**config.mk**
```make
export PLATFORM = sky130hd
export DESIGN_NAME = alu_status_flags
export DESIGN_NICKNAME = d
export VERILOG_FILES = /design/src/hw/status_pkg.sv /design/src/hw/alu_flag_calc.sv /design/src/hw/alu_status_flags.sv
export SDC_FILE = /design/constraint.sdc
export NUM_CORES = 1
export LEC_CHECK = 0
export BUFFER_PORTS_ARGS = -buffer_cell sky130_fd_sc_hd__buf_2
export CORE_ASPECT_RATIO = 1.75
export CORE_MARGIN = 10
export CORE_UTILIZATION = 50
export CTS_BUF_LIST = sky130_fd_sc_hd__clkbuf_16
export DETAILED_ROUTE_END_ITERATION = 7
export GPL_TIMING_DRIVEN = 0
export PLACE_DENSITY = 0.86
export SLEW_MARGIN = 20
export SYNTH_ARGS = -nofsm -noshare
export SYNTH_HDL_FRONTEND = slang
export SYNTH_SLANG_ARGS = --single-unit
```
**constraint.sdc**
```tcl
create_clock -name pclk -period 2.3 [get_ports pclk]
set_clock_uncertainty 0.1 [all_clocks]
set_input_delay 0.345 -clock pclk [delete_from_list [all_inputs] [get_ports pclk]]
set_output_delay 0.345 -clock pclk [all_outputs]
set_load 0.01 [all_outputs]
```
**src/hw/status_pkg.sv**
```systemverilog
// Overview of operation
// - status register writable by any instruction
// - flag-setting ops override written arithmetic flags
// - reset-cause bits ignore all writes
// - bits seven to five read zero
// - time-out bit set by power-up, clear-watchdog, doze
// - watchdog time-out clears time-out bit
// - sleep bit set by power-up, clear-watchdog
// - doze instruction clears sleep bit
// - zero flag reflects zero result
// - nibble flag is carry from bit three
// - msb flag is carry from bit seven
// - subtract adds two's complement, carries mean no-borrow
// - rotates load msb flag with shifted-out bit
// - status visible at same location every bank
package status_pkg;

  // status field positions
  localparam int FLD_C  = 0;
  localparam int FLD_DC = 1;
  localparam int FLD_Z  = 2;
  localparam int FLD_PD = 3;
  localparam int FLD_TO = 4;

  // value after power-on or brown-out
  localparam logic [7:0] STATUS_RST = 8'h18;
  // implemented bits, upper three read zero
  localparam logic [7:0] STATUS_IMPL = 8'h1f;
  // bits that an instruction may write
  localparam logic [7:0] STATUS_WMASK = 8'h07;

  // register indices, byte address is four times index
  localparam logic [13:0] STATUS_IDX   = 14'h0203;
  localparam logic [13:0] IRQ_STAT_IDX = 14'h1000;
  localparam logic [13:0] IRQ_MASK_IDX = 14'h1001;
  // banked data space spans 0x000..0xfff, 0x80 per bank
  localparam logic [13:0] BANK_SPACE   = 14'h1000;

  // interrupt event bit positions
  localparam int EV_WDT   = 0;
  localparam int EV_DOZE  = 1;
  localparam int EV_BLOCK = 2;
  localparam int EV_W     = 3;

  // operations presented by the execution datapath
  typedef enum logic [3:0] {
    OP_NONE, OP_ADD_REG, OP_ADD_IMM, OP_SUB_REG, OP_SUB_IMM,
    OP_AND, OP_IOR, OP_XOR, OP_ZERO_REG, OP_ROT_R, OP_ROT_L,
    OP_BIT_CLR, OP_BIT_SET, OP_SWAP, OP_MOVE_W, OP_WDT_CLR
  } op_e;

  // one executed instruction
  typedef struct packed {
    logic        valid;     // instruction retires this cycle
    op_e         op;        // operation
    logic        doze;      // doze instruction retires
    logic [7:0]  w;         // working register
    logic [7:0]  f;         // file operand or literal
    logic [2:0]  bit_sel;   // bit for set/clear
    logic        to_file;   // result goes to file, not w
    logic [11:0] dst_addr;  // full data address of destination
  } exec_s;

  // arithmetic flags with "affected" marks
  typedef struct packed {
    logic z;
    logic dc;
    logic c;
  } flags_s;

  // bank-independent status location
  function automatic logic is_status_loc(input logic [11:0] a);
    return a[6:0] == STATUS_IDX[6:0];
  endfunction

endpackage

```
**src/hw/alu_flag_calc.sv**
```systemverilog
`timescale 1ns/1ns
// combinational result and flag computation for one instruction
module alu_flag_calc (
  // instruction
  input  wire status_pkg::op_e    op,
  input  wire logic [7:0]         w,
  input  wire logic [7:0]         f,
  input  wire logic [2:0]         bit_sel,
  input  wire logic               c_in,
  // outputs
  output logic [7:0]              result,
  output status_pkg::flags_s      flg,
  output status_pkg::flags_s      aff
);

  logic [8:0] sum;     // full add with carry out
  logic [4:0] nib;     // low nibble add with carry out
  logic [7:0] addend;  // second adder input

  // one adder serves add and subtract
  always_comb begin
    // subtract: operand minus w as operand + ~w + 1
    if (op == status_pkg::OP_SUB_REG || op == status_pkg::OP_SUB_IMM) begin
      addend = ~w;
      sum    = {1'b0, f} + {1'b0, addend} + 9'h001;
      nib    = {1'b0, f[3:0]} + {1'b0, addend[3:0]} + 5'h01;
    end else begin
      addend = w;
      sum    = {1'b0, f} + {1'b0, addend};
      nib    = {1'b0, f[3:0]} + {1'b0, addend[3:0]};
    end
  end

  // result, flag values and which flags the op owns
  always_comb begin
    result = f;
    flg    = '0;
    aff    = '0;
    case (op)
      status_pkg::OP_ADD_REG, status_pkg::OP_ADD_IMM,
      status_pkg::OP_SUB_REG, status_pkg::OP_SUB_IMM: begin
        result = sum[7:0];
        flg.dc = nib[4];
        flg.c  = sum[8];
        aff    = '{z: 1'b1, dc: 1'b1, c: 1'b1};
      end
      status_pkg::OP_AND: begin
        result = f & w;
        aff.z  = 1'b1;
      end
      status_pkg::OP_IOR: begin
        result = f | w;
        aff.z  = 1'b1;
      end
      status_pkg::OP_XOR: begin
        result = f ^ w;
        aff.z  = 1'b1;
      end
      status_pkg::OP_ZERO_REG: begin
        result = 8'h00;
        aff.z  = 1'b1;
      end
      status_pkg::OP_ROT_R: begin
        result = {c_in, f[7:1]};
        flg.c  = f[0];
        aff.c  = 1'b1;
      end
      status_pkg::OP_ROT_L: begin
        result = {f[6:0], c_in};
        flg.c  = f[7];
        aff.c  = 1'b1;
      end
      status_pkg::OP_BIT_CLR: result = f & ~(8'h01 << bit_sel);
      status_pkg::OP_BIT_SET: result = f | (8'h01 << bit_sel);
      status_pkg::OP_SWAP:    result = {f[3:0], f[7:4]};
      status_pkg::OP_MOVE_W:  result = w;
      default:                result = f;
    endcase
    // zero test on the final result
    flg.z = (result == 8'h00);
  end

endmodule // alu_flag_calc

```
**src/hw/alu_status_flags.sv**
```systemverilog
// The implementer's own choice: the APB interface to the registers.
`timescale 1ns/1ns
// status flag register of the core with apb view and event interrupt
module alu_status_flags #(
  parameter int ADDR_W = 16  // apb byte address width
) (
  // clock, reset, enable
  input  wire logic               pclk,
  input  wire logic               presetn,
  input  wire logic               ce,
  // apb slave
  input  wire logic               psel,
  input  wire logic               penable,
  input  wire logic               pwrite,
  input  wire logic [ADDR_W-1:0]  paddr,
  input  wire logic [31:0]        pwdata,
  input  wire logic [3:0]         pstrb,
  output logic [31:0]             prdata,
  output logic                    pready,
  output logic                    pslverr,
  // execution datapath
  input  wire status_pkg::exec_s  exec,
  output logic [7:0]              result,
  output logic                    result_valid,
  output logic [7:0]              status,
  // hardware events
  input  wire logic               wdt_timeout,
  input  wire logic               warm_reset,
  input  wire logic               warm_reset_wdt,
  // interrupt
  output logic                    irq
);

  // ---------------------------------------------------------------
  // flag computation
  // ---------------------------------------------------------------
  logic [7:0]         status_r; // status flags, bits 4..0 used
  logic [7:0]         alu_res;  // computed result
  status_pkg::flags_s alu_flg;  // computed flags
  status_pkg::flags_s alu_aff;  // flags owned by the op

  alu_flag_calc u_calc (
    .op      (exec.op),
    .w       (exec.w),
    .f       (exec.f),
    .bit_sel (exec.bit_sel),
    .c_in    (status_r[status_pkg::FLD_C]),
    .result  (alu_res),
    .flg     (alu_flg),
    .aff     (alu_aff)
  );

  // ---------------------------------------------------------------
  // apb decode
  // ---------------------------------------------------------------
  logic [13:0] idx;       // word index of access
  logic        hit_stat;  // status mirror in any bank
  logic        hit_istat; // interrupt status
  logic        hit_imask; // interrupt mask
  logic        hit_any;   // mapped address
  logic        setup;     // read capture pending
  logic        wr_acc;    // write takes effect now
  logic        wr_lane0;  // low byte lane enabled
  logic        armed_r;   // capture held for open transfer
  logic        armed_nxt;

  always_comb begin
    idx       = paddr[15:2];
    // every bank mirrors the status location
    hit_stat  = (idx < status_pkg::BANK_SPACE) &&
                status_pkg::is_status_loc(idx[11:0]);
    hit_istat = (idx == status_pkg::IRQ_STAT_IDX);
    hit_imask = (idx == status_pkg::IRQ_MASK_IDX);
    hit_any   = hit_stat | hit_istat | hit_imask;
    setup     = psel & ~armed_r;
    wr_acc    = pready & psel & penable & pwrite & hit_any;
    wr_lane0  = pstrb[0];
  end

  // ---------------------------------------------------------------
  // apb transfer arming
  // ---------------------------------------------------------------
  // a setup edge spent frozen must not end the transfer with stale
  // read data, so the answer waits until a capture has been taken
  always_comb begin
    armed_nxt = armed_r;
    if (setup) begin
      // capture taken at this edge
      armed_nxt = 1'b1;
    end else if (psel && penable) begin
      // armed access completes at this edge
      armed_nxt = 1'b0;
    end else if (!psel) begin
      // idle bus, nothing pending
      armed_nxt = 1'b0;
    end
  end

  // register only, frozen with the rest of the block
  always_ff @(posedge pclk or negedge presetn) begin
    if (!presetn) begin
      armed_r <= 1'b0;
    end else if (ce) begin
      armed_r <= armed_nxt;
    end
  end

  // a frozen block stalls the bus rather than drop a transfer;
  // with ce high the access phase still has no wait state
  assign pready = ce & armed_r;

  // ---------------------------------------------------------------
  // status register
  // ---------------------------------------------------------------
  logic [7:0] status_nxt;
  logic       dst_stat;    // instruction writes status
  logic       blocked;     // flag write overridden by op

  // next status: instruction, then events, then reset causes
  always_comb begin
    status_nxt = status_r;
    dst_stat   = exec.valid & exec.to_file &
                 status_pkg::is_status_loc(exec.dst_addr);
    blocked    = dst_stat & (alu_aff.z | alu_aff.dc | alu_aff.c);
    // software write over apb: only arithmetic flags accepted
    if (wr_acc && hit_stat && wr_lane0) begin
      status_nxt = (status_r & ~status_pkg::STATUS_WMASK) |
                   (pwdata[7:0] & status_pkg::STATUS_WMASK);
    end
    if (exec.valid) begin
      // plain destination write, cause bits protected
      if (dst_stat) begin
        status_nxt = (status_r & ~status_pkg::STATUS_WMASK) |
                     (alu_res & status_pkg::STATUS_WMASK);
        // any owned flag disables writes to all three
        if (blocked) begin
          status_nxt[2:0] = status_r[2:0];
        end
      end
      // owned flags follow the operation unless a warm reset holds them
      if (alu_aff.z) begin
        status_nxt[status_pkg::FLD_Z] = alu_flg.z;
      end
      if (alu_aff.dc) begin
        status_nxt[status_pkg::FLD_DC] = alu_flg.dc;
      end
      if (alu_aff.c) begin
        status_nxt[status_pkg::FLD_C] = alu_flg.c;
      end
      // watchdog clear marks both cause bits
      if (exec.op == status_pkg::OP_WDT_CLR) begin
        status_nxt[status_pkg::FLD_TO] = 1'b1;
        status_nxt[status_pkg::FLD_PD] = 1'b1;
      end
      // doze: time-out bit set, sleep bit cleared
      if (exec.doze) begin
        status_nxt[status_pkg::FLD_TO] = 1'b1;
        status_nxt[status_pkg::FLD_PD] = 1'b0;
      end
    end
    // a real time-out outranks a clear in the same cycle
    if (wdt_timeout) begin
      status_nxt[status_pkg::FLD_TO] = 1'b0;
    end
    // warm reset keeps flags, cause bits from the reset source
    if (warm_reset) begin
      status_nxt[2:0] = status_r[2:0];
      if (warm_reset_wdt) begin
        status_nxt[status_pkg::FLD_TO] = 1'b0;
      end
    end
    status_nxt = status_nxt & status_pkg::STATUS_IMPL;
  end

  // power-on value loads on presetn
  always_ff @(posedge pclk or negedge presetn) begin
    if (!presetn) begin
      status_r <= status_pkg::STATUS_RST;
    end else if (ce) begin
      status_r <= status_nxt;
    end
  end

  assign status = status_r;

  // ---------------------------------------------------------------
  // result to the datapath
  // ---------------------------------------------------------------
  logic [7:0] result_r;        // registered result
  logic [7:0] result_nxt;
  logic       result_valid_r;  // result strobe
  logic       result_valid_nxt;

  // status destination writes report what was actually stored
  always_comb begin
    result_valid_nxt = exec.valid & ~warm_reset;
    result_nxt       = result_r;
    if (exec.valid) begin
      result_nxt = dst_stat ? status_nxt : alu_res;
    end
  end

  // one-cycle strobe, data held until next instruction
  always_ff @(posedge pclk or negedge presetn) begin
    if (!presetn) begin
      result_r       <= 8'h00;
      result_valid_r <= 1'b0;
    end else if (ce) begin
      result_r       <= result_nxt;
      result_valid_r <= result_valid_nxt;
    end
  end

  assign result       = result_r;
  assign result_valid = result_valid_r;

  // ---------------------------------------------------------------
  // interrupt status and mask
  // ---------------------------------------------------------------
  logic [status_pkg::EV_W-1:0] ev;         // events this cycle
  logic [status_pkg::EV_W-1:0] istat_r;    // sticky event bits
  logic [status_pkg::EV_W-1:0] istat_nxt;
  logic [status_pkg::EV_W-1:0] imask_r;    // enables
  logic [status_pkg::EV_W-1:0] imask_nxt;
  logic                        irq_r;      // interrupt level
  logic                        irq_nxt;

  // clear by writing one; a new event wins over its clear
  always_comb begin
    ev = '0;
    ev[status_pkg::EV_WDT]   = wdt_timeout;
    ev[status_pkg::EV_DOZE]  = exec.valid & exec.doze;
    ev[status_pkg::EV_BLOCK] = blocked;
    istat_nxt = istat_r;
    imask_nxt = imask_r;
    if (wr_acc && hit_istat && wr_lane0) begin
      istat_nxt = istat_r & ~pwdata[status_pkg::EV_W-1:0];
    end
    if (wr_acc && hit_imask && wr_lane0) begin
      imask_nxt = pwdata[status_pkg::EV_W-1:0];
    end
    istat_nxt = istat_nxt | ev;
    irq_nxt   = |(istat_nxt & imask_nxt);
  end

  // irq registered so it lines up with the sticky bits
  always_ff @(posedge pclk or negedge presetn) begin
    if (!presetn) begin
      istat_r <= '0;
      imask_r <= '0;
      irq_r   <= 1'b0;
    end else if (ce) begin
      istat_r <= istat_nxt;
      imask_r <= imask_nxt;
      irq_r   <= irq_nxt;
    end
  end

  assign irq = irq_r;

  // ---------------------------------------------------------------
  // apb read data
  // ---------------------------------------------------------------
  logic [31:0] prdata_r;   // captured in setup
  logic [31:0] prdata_nxt;
  logic        pslverr_r;  // unmapped address
  logic        pslverr_nxt;

  // data captured in setup so the access phase drives a flop
  always_comb begin
    prdata_nxt  = prdata_r;
    pslverr_nxt = pslverr_r;
    if (setup) begin
      pslverr_nxt = ~hit_any;
      prdata_nxt  = 32'h0000_0000;
      if (!pwrite) begin
        if (hit_stat) begin
          prdata_nxt[7:0] = status_r & status_pkg::STATUS_IMPL;
        end else if (hit_istat) begin
          prdata_nxt[status_pkg::EV_W-1:0] = istat_r;
        end else if (hit_imask) begin
          prdata_nxt[status_pkg::EV_W-1:0] = imask_r;
        end else begin
          prdata_nxt = 32'h0000_0000;
        end
      end
    end
  end

  // holds across the access phase
  always_ff @(posedge pclk or negedge presetn) begin
    if (!presetn) begin
      prdata_r  <= 32'h0000_0000;
      pslverr_r <= 1'b0;
    end else if (ce) begin
      prdata_r  <= prdata_nxt;
      pslverr_r <= pslverr_nxt;
    end
  end

  assign prdata  = prdata_r;
  assign pslverr = pslverr_r & psel & penable;

endmodule // alu_status_flags

```
==> metrics.json <==
{
  "critical_path.endpoint_type": "register",
  "post_synth_instance_area_sq_um": 3700,
  "post-route-worst-setup-slack_ps": -296,
  "clk-insertion-delay-late_ps": 270,
  "most_common_cell_after_layout_fill_and_taps_aside": "buf_2",
  "part_of_the_cycle_the_worst_path_needs": 1.13,
  "arrival_ps": 2690,
  "final_design_area_no_fill_sq_um": 5020,
  "synth-seq-area-share": 0.190,
  "critPathKind": "in2reg",
  "mostFrequentLayoutCells": "buf_2, buf_4, nand2_1, a21oi_1, conb_1",
  "synthDominantAreaCellType": "dfrtp_1",
  "die_height_microns": 134,
  "area_growth_pct": 35.7,
  "max-clock-path-buffers": 2,
  "status": "complete, but fails checks",
  "tritoncts_num_sinks": 28,
  "number_of_global_route_vias_before_repair": 4558,
  "power_density_nw_per_um2": 426,
  "maxCapViolCount": 0,
  "slew_headroom": 0.534,
  "dpl-instance-area_sq_um": 4360,
  "synth-warning-count": 0,
  "clkSlewWorstSetupHoldPaths_ps": 70,
  "initial_core_util": 0.512,
  "worst_slew_pin_slew_ps": 696,
  "synth.top_cell.area_share": 0.176,
  "grt_max_degree": 29,
  "layout-drive-gt1-share": 0.349,
  "rows": 41,
  "syn-instance-count": 494,
  "synth_top_flop_cell": "dfrtp_1",
  "overflow": 0,
  "place_hpwl_microns": 12500,
  "class_of_the_tightest_hold_or_removal_check": "in2async",
  "wire_per_inst_microns": 22.6,
  "holdWs_ps": -2.86,
  "dp_slack_ps": -1140,
  "power.ir.vdd_worst_mv": 0.186,
  "floorplan.die.width_microns": 85.0,
  "antenna_found_initial": 0,
  "number_of_vias_after_detailed_routing": 4559,
  "period_minus_slack_ps": 2600,
  "floorplan.die_area_sq_um": 11400,
  "required_time_of_the_worst_setup_path_ps": 2400,
  "total_power_mw": 2.14,
  "synth_edf_count": 0,
  "drt_first_iter_violations": 355,
  "design.portCount": 151,
  "total_negative_setup_slacks_ps": -1230,
  "synth-async-reset-ratio": 1.00,
  "fin_util": 0.695,
  "remaining_drc_errors": 0,
  "synth.distinct_cells": 74,
  "drt-vias-per-instance": 6.39,
  "gp_congestion": 1.04,
  "postSynthRegisterBits": 28,
  "num-nets-final": 746,
  "max_freq_ghz": 0.385,
  "htreeDepth": 1,
  "antenna_left": 0,
  "core_area_sq_um": 7230,
  "post_synthesis_average_cell_area_sq_um": 7.49,
  "rsz0062_at_grt": "yes",
  "yosys-top-cells-area": "dfrtp_1, buf_4, a21oi_1",
  "grt_first_pass_wirelength_microns": 24000,
  "globalRouteTotalUtil": 0.260,
  "failing_checks": "negative hold slack, negative setup slack",
  "placement.io_buffers": 80,
  "worst-path-max-fanout": 3,
  "power.static_leakage_nw": 2.37,
  "cts.root.buffer_cell": "clkbuf_16",
  "drt_pass1_iterations": 7,
  "final_number_of_max_transition_violations": 0,
  "numCtsBuffers": 3,
  "setup-violations-final": 6,
  "route.final.wire_length_microns": 16100,
  "critPathLaunchType": "input port",
  "tritoncts_clock_tree": "done",
  "number_of_antenna_repair_diodes": 0,
  "timing.final.hold_violations": 7
}
## worst paths after layout
path | startpoint | end | slack (ps) | depth (start not counted)
worst max register to register | status[0] | result[2] | 30 | 7
worst min register to register | prdata[4] | prdata[4] | 390 | 2
worst min-delay path | presetn | irq | -3 | 1
worst max-delay path | exec[24] | result[2] | -300 | 12
min in group pclk | psel | armed_r | 260 | 3
max in group asynchronous | presetn | status[0] | 1640 | 1
## metal layers
layer  track usage  vias to the layer above  part of all wire
met5             0                        -                 0
met4         0.204                        0             0.072
met3        0.0497                       96             0.075
met2         0.482                      302              0.53
met1         0.234                     2118              0.32
li1              -                     2043                 -
## cell type report
cell class | instances | area, sq um
inverters | 25 | 98.8
repair buffers | 104 | 637
well taps | 86 | 108
plain buffers | 58 | 425
fillers | 574 | 2210
clock buffers | 3 | 75.1
multi-input cells | 408 | 2950
flip-flops and latches | 28 | 704
clock inverters | 1 | 30.0
## cells in the mapped netlist, types with 3 or more instances
cell type,instances
a22oi_1,5
nor3_1,6
o31ai_1,5
and3_1,11
a32o_1,5
buf_1,3
o221ai_1,4
and3b_1,3
a31oi_1,5
mux2i_1,10
a21oi_1,45
clkbuf_1,24
xnor2_1,8
nand2b_1,6
inv_1,25
o22ai_1,8
and2_1,4
nor4_1,5
dfrtp_1,26
a21o_1,4
o21bai_1,5
ha_1,17
buf_4,31
o21ai_0,32
nor2_1,28
nand2_1,45
a211o_1,4
nor4bb_1,3
a222oi_1,3
a22o_1,8
nor2b_1,18
nor3b_1,7
nand4_1,3
nand3_1,9
a211oi_1,7
o211ai_1,8
mux2_2,4
## registers in the layout, summed over array words and instances (netlist names)
name          flops
armed_r           1
imask_r           3
pslverr_r         1
result            8
irq               1
istat_r           3
result_valid      1
prdata            5
status            5
## where the power goes
| group | switching [mW] | total [mW] | internal, mW |
|---|---|---|---|
| registers | 0.0574 | 0.604 | 0.547 |
| logic | 0.571 | 1.00 | 0.434 |
| clock network | 0.182 | 0.529 | 0.347 |
## critical path, stage by stage
cell	delay, ps
buf_8	80
ha_4	130
inv_2	30
fa_1	500
a21o_1	110
o21ai_1	50
a222oi_1	430
o2111ai_1	200
a22o_2	290
nor4_4	170
a41oi_2	170
o21ai_1	170
## what timing repair did
| item | 4_1_cts | 5_1_grt |
|---|---|---|
| resized for setup | 80 | 32 |
| hold buffers | 0 | 0 |
| endpoints found under the setup margin | 14 | 15 |
| pin swaps | 29 | 19 |
| cloned | 0 | 0 |
| buffers inserted | 16 | 8 |
## metrics by stage
step                      hold WS [ps]  instances
after floorplan                  -50.6        523
after global placement             281        689
after detailed placement           300        689
after CTS                         9.58        705
after global routing              35.2        713
final                            -2.86        713
## cell families after synthesis
family          count (synthesis)  synth area share
mux                            14            0.0392
buf+inv                        87             0.124
simple gates                  162             0.238
fa+ha+maj                      19            0.0683
flops                          28             0.190
compound gates                175             0.321
xor+xnor                        8            0.0189
other cells                     1           0.00101
Note: power is estimated with default switching activity, not from simulation.
